[src/vrc_pkg.sv]
// package for the voltage reference control block: register map, fields, carriers
package vrc_pkg;
    // register map (one aligned word per register, byte addresses)
    localparam logic [3:0] VRC_CTRL_OFS      = 4'h0;  // voltage_reference_control
    localparam logic [3:0] VRC_STATUS_OFS    = 4'h4;  // registered ladder ratio numerator/denominator, read only
    localparam logic [3:0] VRC_PORTDIR_OFS   = 4'h8;  // port_f_direction bit 5 mirror, read only
    localparam logic [7:0] VRC_CTRL_RESET    = 8'h00;
    localparam logic [31:0] VRC_UNMAPPED_RD  = 32'h00000000;
    // field positions inside the control register
    localparam int VRC_EN_BIT    = 7;
    localparam int VRC_OE_BIT    = 6;
    localparam int VRC_RANGE_BIT = 5;
    localparam int VRC_SRC_BIT   = 4;
    localparam int VRC_TAP_MSB   = 3;
    localparam int VRC_TAP_LSB   = 0;
    localparam int VRC_PIN5_IDX  = 5;    // pin of port f carrying the reference
    // ladder divisors per range
    localparam logic [5:0] VRC_DIV_LOW_RANGE  = 6'h18; // range 1: tap/24
    localparam logic [5:0] VRC_DIV_HIGH_RANGE = 6'h20; // range 0: 1/4 + tap/32
    localparam logic [5:0] VRC_HIGH_OFFSET    = 6'h08; // quarter of supply in 32nds

    // range select encodings
    typedef enum logic {
        VRC_RANGE_HIGH = 1'b0,
        VRC_RANGE_LOW  = 1'b1
    } vrc_range_t;

    // source select encodings
    typedef enum logic {
        VRC_SRC_RAILS    = 1'b0,
        VRC_SRC_EXTERNAL = 1'b1
    } vrc_source_t;

    // analog ladder controls
    typedef struct packed {
        logic        reference_enable;
        vrc_range_t  reference_range_select;
        vrc_source_t reference_source_select;
        logic [3:0]  reference_tap_select;
    } vrc_ladder_t;

    // ladder ratio numerator/denominator for the selected level
    typedef struct packed {
        logic [5:0] numerator;
        logic [5:0] denominator;
    } vrc_ratio_t;
endpackage : vrc_pkg

[src/vrc_ctrl.sv]
// voltage reference control register with avalon-mm slave and pin gating
//
// Chosen here: the Avalon-MM slave port and the address map.
`timescale 1ns/1ps
module vrc_ctrl (
    // clock and reset
    input  wire logic                clock,
    input  wire logic                nrst,
    // avalon-mm slave
    input  wire logic [3:0]          address,
    input  wire logic                read,
    input  wire logic                write,
    input  wire logic [31:0]         writedata,
    input  wire logic [3:0]          byteenable,
    output logic      [31:0]         readdata,
    output logic                     waitrequest,
    // sleep and port context
    input  wire logic                sleep_wake,
    input  wire logic                port_f_direction,
    // analog ladder
    output vrc_pkg::vrc_ladder_t     ladder_ctrl,
    output vrc_pkg::vrc_ratio_t      ladder_ratio,
    output logic                     reference_output_to_pin,
    output logic                     port_f_pin5_analog_sel
);
    import vrc_pkg::*;

    logic [7:0]  ctrl_ff;
    logic [31:0] readdata_ff;
    logic        rd_done_ff;
    logic        wr_hit;
    logic        rd_req;
    vrc_ratio_t  nxt_ratio;
    vrc_ratio_t  ratio_ff;
    logic        nxt_pin;
    logic        pin_ff;

    // ratio of supply for the chosen range and tap
    function automatic vrc_ratio_t level_ratio(input logic range_bit, input logic [3:0] tap);
        vrc_ratio_t r;
        if (range_bit) begin
            r.numerator   = {2'h0, tap};
            r.denominator = VRC_DIV_LOW_RANGE;
        end else begin
            r.numerator   = VRC_HIGH_OFFSET + {2'h0, tap};
            r.denominator = VRC_DIV_HIGH_RANGE;
        end
        return r;
    endfunction : level_ratio

    // writes complete at once; reads take one extra cycle to register data
    assign wr_hit      = write && (address == VRC_CTRL_OFS) && byteenable[0];
    assign rd_req      = read && !write;
    assign waitrequest = rd_req && !rd_done_ff;

    // control register; sleep_wake has no path here so wake keeps the contents
    always_ff @(posedge clock or negedge nrst) begin
        if (!nrst) begin
            ctrl_ff <= VRC_CTRL_RESET;
        end else if (wr_hit) begin
            ctrl_ff <= writedata[7:0];
        end
    end

    // registered read data, no side effects on any read
    always_ff @(posedge clock or negedge nrst) begin
        if (!nrst) begin
            readdata_ff <= VRC_UNMAPPED_RD;
            rd_done_ff  <= 1'b0;
        end else begin
            rd_done_ff <= rd_req && !rd_done_ff;
            if (rd_req && !rd_done_ff) begin
                case (address)
                    VRC_CTRL_OFS:    readdata_ff <= {24'h0, ctrl_ff};
                    VRC_STATUS_OFS:  readdata_ff <= {20'h0, ratio_ff};
                    VRC_PORTDIR_OFS: readdata_ff <= {30'h0, pin_ff, port_f_direction};
                    default:         readdata_ff <= VRC_UNMAPPED_RD;
                endcase
            end
        end
    end
    assign readdata = readdata_ff;

    // ladder controls straight from the register, no comparator input exists
    assign ladder_ctrl.reference_enable        = ctrl_ff[VRC_EN_BIT];
    assign ladder_ctrl.reference_range_select  = vrc_range_t'(ctrl_ff[VRC_RANGE_BIT]);
    assign ladder_ctrl.reference_source_select = vrc_source_t'(ctrl_ff[VRC_SRC_BIT]);
    assign ladder_ctrl.reference_tap_select    = ctrl_ff[VRC_TAP_MSB:VRC_TAP_LSB];

    // ratio registered so the data output comes from flip-flops
    assign nxt_ratio = level_ratio(ctrl_ff[VRC_RANGE_BIT], ctrl_ff[VRC_TAP_MSB:VRC_TAP_LSB]);
    always_ff @(posedge clock or negedge nrst) begin
        if (!nrst) begin
            ratio_ff <= '0;
        end else begin
            ratio_ff <= nxt_ratio;
        end
    end
    assign ladder_ratio = ratio_ff;

    // pin gating; also needs the pin's direction bit, so a one-cycle lag
    assign nxt_pin = ctrl_ff[VRC_OE_BIT] && port_f_direction;
    always_ff @(posedge clock or negedge nrst) begin
        if (!nrst) begin
            pin_ff <= 1'b0;
        end else begin
            pin_ff <= nxt_pin;
        end
    end
    assign reference_output_to_pin = pin_ff;
    assign port_f_pin5_analog_sel  = pin_ff;

    // assertions: state of the register, the pin drive and the ladder controls right after reset
    reset_clears_a: assert property (@(posedge clock) $rose(nrst) |-> ctrl_ff == VRC_CTRL_RESET)
        else $error("control not cleared by reset");
    reset_pin_off_a: assert property (@(posedge clock) $rose(nrst) |-> !reference_output_to_pin)
        else $error("pin drive not cleared by reset");
    reset_ladder_off_a: assert property (@(posedge clock)
        $rose(nrst) |-> !ladder_ctrl.reference_enable && ladder_ctrl.reference_tap_select == 4'h0)
        else $error("ladder not powered down by reset");
    high_range_reset_a: assert property (@(posedge clock) disable iff (!nrst)
        $rose(nrst) |-> ladder_ctrl.reference_range_select == VRC_RANGE_HIGH)
        else $error("range not high after reset");

    // pin gating lags its two enables by one cycle, in both directions
    pin_gate_a: assert property (@(posedge clock) disable iff (!nrst)
        reference_output_to_pin |-> $past(ctrl_ff[VRC_OE_BIT]) && $past(port_f_direction))
        else $error("pin driven without both enables");
    pin_follow_a: assert property (@(posedge clock) disable iff (!nrst)
        ctrl_ff[VRC_OE_BIT] && port_f_direction |=> reference_output_to_pin)
        else $error("pin not driven with both enables");
    pin_dir_off_a: assert property (@(posedge clock) disable iff (!nrst)
        !port_f_direction |=> !reference_output_to_pin)
        else $error("pin driven while direction bit clear");

    // wake from sleep must not disturb the register
    wake_keeps_a: assert property (@(posedge clock) disable iff (!nrst)
        sleep_wake && !wr_hit |=> $stable(ctrl_ff))
        else $error("wake changed control");

    // ladder controls come only from the register fields
    ladder_only_a: assert property (@(posedge clock) disable iff (!nrst)
        ladder_ctrl.reference_tap_select == ctrl_ff[VRC_TAP_MSB:VRC_TAP_LSB]
        && ladder_ctrl.reference_enable == ctrl_ff[VRC_EN_BIT])
        else $error("ladder outputs not from register");
    source_sel_a: assert property (@(posedge clock) disable iff (!nrst)
        ladder_ctrl.reference_source_select == vrc_source_t'(ctrl_ff[VRC_SRC_BIT]))
        else $error("source select mismatch");

    // ratio follows the register one cycle later; the guard skips the reset value of the flop
    ratio_range_a: assert property (@(posedge clock) disable iff (!nrst)
        $past(nrst) |-> ladder_ratio.denominator
        == ($past(ctrl_ff[VRC_RANGE_BIT]) ? VRC_DIV_LOW_RANGE : VRC_DIV_HIGH_RANGE))
        else $error("ratio denominator wrong");
    ratio_num_a: assert property (@(posedge clock) disable iff (!nrst)
        $past(nrst) |-> ladder_ratio.numerator == ($past(ctrl_ff[VRC_RANGE_BIT])
        ? {2'h0, $past(ctrl_ff[VRC_TAP_MSB:VRC_TAP_LSB])}
        : VRC_HIGH_OFFSET + {2'h0, $past(ctrl_ff[VRC_TAP_MSB:VRC_TAP_LSB])}))
        else $error("ratio numerator wrong");

    // register bus: capture, refusal, wait states and read side effects
    write_capture_a: assert property (@(posedge clock) disable iff (!nrst)
        wr_hit |=> ctrl_ff == $past(writedata[7:0]))
        else $error("write not captured");
    write_no_wait_a: assert property (@(posedge clock) disable iff (!nrst)
        write |-> !waitrequest)
        else $error("write stalled");
    refused_write_a: assert property (@(posedge clock) disable iff (!nrst)
        write && (address != VRC_CTRL_OFS || !byteenable[0]) |=> $stable(ctrl_ff))
        else $error("refused write changed control");
    read_one_wait_a: assert property (@(posedge clock) disable iff (!nrst)
        waitrequest |=> !waitrequest)
        else $error("read stalled more than one cycle");
    read_no_side_a: assert property (@(posedge clock) disable iff (!nrst)
        read && !write |=> $stable(ctrl_ff))
        else $error("read changed control");
    read_value_a: assert property (@(posedge clock) disable iff (!nrst)
        read && address == VRC_CTRL_OFS && !waitrequest |-> readdata == {24'h0, ctrl_ff})
        else $error("read value wrong");
    readdata_hold_a: assert property (@(posedge clock) disable iff (!nrst)
        !read |=> $stable(readdata))
        else $error("read data moved without a read");

    // main scenarios
    cov_write_c: cover property (@(posedge clock) disable iff (!nrst) wr_hit);
    cov_pin_c: cover property (@(posedge clock) disable iff (!nrst) $rose(reference_output_to_pin));
    cov_wake_c: cover property (@(posedge clock) disable iff (!nrst) sleep_wake && ctrl_ff[VRC_EN_BIT]);
    cov_high_pin_c: cover property (@(posedge clock) disable iff (!nrst)
        reference_output_to_pin && ladder_ctrl.reference_range_select == VRC_RANGE_HIGH);
    cov_midreset_c: cover property (@(posedge clock) $rose(nrst) && $past(ctrl_ff != VRC_CTRL_RESET, 3));
endmodule : vrc_ctrl

[config.mk]
export PLATFORM = sky130hd
export DESIGN_NAME = vrc_ctrl
export DESIGN_NICKNAME = d
export VERILOG_FILES = /design/src/vrc_pkg.sv /design/src/vrc_ctrl.sv
export SDC_FILE = /design/constraint.sdc
export NUM_CORES = 1
export LEC_CHECK = 0
export BUFFER_PORTS_ARGS = -buffer_cell sky130_fd_sc_hd__clkbuf_2
export CAP_MARGIN = 20
export CORE_MARGIN = 10
export CORE_UTILIZATION = 40
export CTS_CLUSTER_DIAMETER = 40
export CTS_CLUSTER_SIZE = 10
export DETAILED_ROUTE_END_ITERATION = 8
export PLACE_DENSITY_LB_ADDON = 0.05
export SLEW_MARGIN = 20
export SYNTH_ARGS = -nofsm -noshare
export SYNTH_HDL_FRONTEND = slang
export SYNTH_SLANG_ARGS = --single-unit
[constraint.sdc]
create_clock -name clock -period 4.1 [get_ports clock]
set_input_delay 0.82 -clock clock [delete_from_list [all_inputs] [get_ports clock]]
set_output_delay 0.82 -clock clock [all_outputs]
set_load 0.05 [all_outputs]
==> results_dict.tcl <==
set metrics [dict create \
    post_synth_edffs 0 \
    instances_no_fill 191 \
    dieHeight_um 77.5 \
    setup_repair_after_global_routing_missed_its_margin "false" \
    cpPeakStageDelay_ns 0.61 \
    core_region_area_um2 3100 \
    placement.cell_area_um2 1420 \
    ys_async_sr_fraction_pct 100 \
    num-fill-cells 293 \
    cellPowerDensity_nw_per_um2 503 \
    routedWlPerCell_um 14.8 \
    numPlacedInstances 188 \
    fin_crit_ns 2.78 \
    first_global_vias 935 \
    multiInputGateArea_um2 429 \
    achievable-frequency_mhz 360 \
    syn-instance-count 112 \
    timing_worst_setup_path_type "input pin to primary output" \
    timing.final.crit_share_pct 67.8 \
    grt_first_pass_wirelength_um 4510 \
    irDropWorstVdd_mv 0.238 \
    row_cnt 20 \
    postSynth.topFlopCell "dfrtp_1" \
    diodes 0 \
    drt_iter0_drc 46 \
    totalWireLength_um 2830 \
    run_status "completed" \
    floorplan.initialDensity_pct 42.7 \
    post-route-drc-count 0 \
    most_frequent_cell_after_synthesis "buf_4" \
    maxCapViolations 0 \
    synthDominantAreaCellType "dfrtp_1" \
    viasPerCell 4.27 \
    cts_inserted_buffers 3 \
    synth_top_area_share_pct 52.9 \
    total_routing_usage_reported_by_global_routing_pct 9.22 \
    synth-warning-count 0 \
    critical_path.most_common_cell "clkbuf_2" \
    detailroute.via_count 815 \
    clock_skew_ns 0.000861 \
    syn_area_per_cell_um2 11.8 \
    post-cts-setup-buffer-count 0 \
    cts-root-to-sink-buffers 2 \
    crit_arrival_ns 1.96 \
    layout-drive-gt1-share_pct 34.7 \
    clock_tree_from_tritoncts "built" \
    port-buffer-count 46 \
    start_kind "input pin" \
    synth_area_leaders "dfrtp_1, buf_4, mux2_1, mux2i_1, o21ai_1" \
    p_leak_nw 0.800 \
    share_of_the_yosys_chip_area_belonging_to_registers_pct 52.9 \
    grt_antenna_before_repair 0 \
    worst_hold_path_type "register to register" \
    clk_pin_slew_ns 0.14 \
    grt_start_max_net_pins 29 \
    total_of_cells_resized_after_clock_tree_synthesis 0 \
    cts_hold_buf 0 \
    register_area_um2 701 \
    postSynthRegisterBits 28 \
    layout.nets 196 \
    htreeDepth 1 \
    cts-root-buf "clkbuf_4" \
    setup-tns-final_ns 0 \
    yosysUniqueCellTypes 20 \
    die_w_um 77.5 \
    cp_slowest_cell "or3b_1" \
    fin_ws_ns 1.32 \
    worst_setup_timing_slack_at_the_placement_stage_ns 1.31 \
    floorplan.io_pins 100 \
    mappedNetlistArea_um2 1320 \
    worst_slew_pin_slew_ns 0.696 \
    relSlewSlack_pct 53.6 \
    synthToLayoutAreaGrowth_pct 9.17 \
    place.gp.congestion 0.675 \
    antenna_violating_nets_remaining 0 \
    clkLatencyLatePin_ns 0.31 \
    worst-endpoint-required_ns 3.28 \
    number_of_detailed_routing_iterations_run_before_antenna_repair 4 \
    final-hold-violation-count 0 \
    die_area_um2 6010 \
    final-setup-viol-count 0 \
    worst-path-max-fanout 16 \
    place.detailed.hpwl_um 2290 \
    report.power.total_mw 0.727 \
    final_area_um2 1450 \
    report.final.slew_viol_count 0 \
    critical_path.endpoint_type "primary output" \
    clock_sink_count 28 \
    critical_path.cell_chain "clkbuf_2, or3b_1, inv_1, clkbuf_2" \
    grt_overflow_total 0 \
    synth_commonest_cells "buf_4, dfrtp_1, nand2_1" \
]
[report_power, final]
group          switching, mW  internal [mW]
Combinational          0.230         0.0491
Sequential            0.0263          0.313
Clock                 0.0746         0.0344
[state kept, by name, summed over array words and instances (netlist names)]
signal                  count
ctrl_ff                     8
ladder_ratio                7
port_f_pin5_analog_sel      1
rd_done_ff                  1
readdata                   11
[logic make-up after synthesis]
family | Yosys count | synth area share (%)
buffers and inverters | 40 | 21.5
DFF | 28 | 52.9
and+or+nand+nor | 16 | 7.00
muxes | 15 | 12.1
AOI/OAI and AO/OA | 11 | 5.29
adders and majority gates | 1 | 0.945
other | 1 | 0.283
[metrics by stage]
| stage | util (%) | hold WS, ns |
|---|---|---|
| after global placement | 45.8 | 0.414 |
| after detailed placement | 45.8 | 0.420 |
| after global routing | 46.6 | 0.468 |
| after CTS | 46.6 | 0.452 |
| after floorplan | - | 0.388 |
| final | 46.6 | 0.448 |
[routing by layer]
metal / vias up / track usage (%) / wire (um)
met5: - / 0 / 0
met4: 0 / 4.38 / 16
met3: 2 / 4.61 / 324
met2: 42 / 15.1 / 1380
met1: 381 / 9.76 / 1100
li1: 390 / - / -
[cell usage in the layout, fill, tap and decap left out]
cell      instances
o21ai_0           1
mux2_1            8
conb_1           25
and3_1            1
inv_1             2
a32o_1            3
dfrtp_1          28
clkbuf_4          3
mux2i_1           7
or3b_1            1
nor4_1            1
or4_1             1
or4_4             1
o21ai_1           7
and2_1            1
clkbuf_2         46
ha_1              1
nand2_1           9
nor4_2            1
[final cells by class]
type	count	share of cell area, %
timing repair buffer	46	15.9
multi-input combinational	68	29.7
tap	44	3.81
inverter	2	0.519
sequential	28	48.5
clock buffer	3	1.56
[worst paths after layout]
check | endpoint | slack, ns | cells past startpoint | from
worst min-delay path | ladder_ratio[6] | 0.45 | 0 | ctrl_ff[0]
worst min register to register | ladder_ratio[6] | 0.45 | 0 | ctrl_ff[0]
worst max-delay path | waitrequest | 1.32 | 4 | write
min in group asynchronous | ctrl_ff[3] | 0.52 | 1 | nrst
worst max register to register | readdata[7] | 2.38 | 3 | rd_done_ff
max in group asynchronous | ctrl_ff[0] | 3.14 | 1 | nrst
[worst max-delay path: cells and delay by family]
family                 cells  cell delay [ns]
AND/OR/NAND/NOR            1             0.61
buffers and inverters      3             0.53
(Power assumes the default switching activity.)
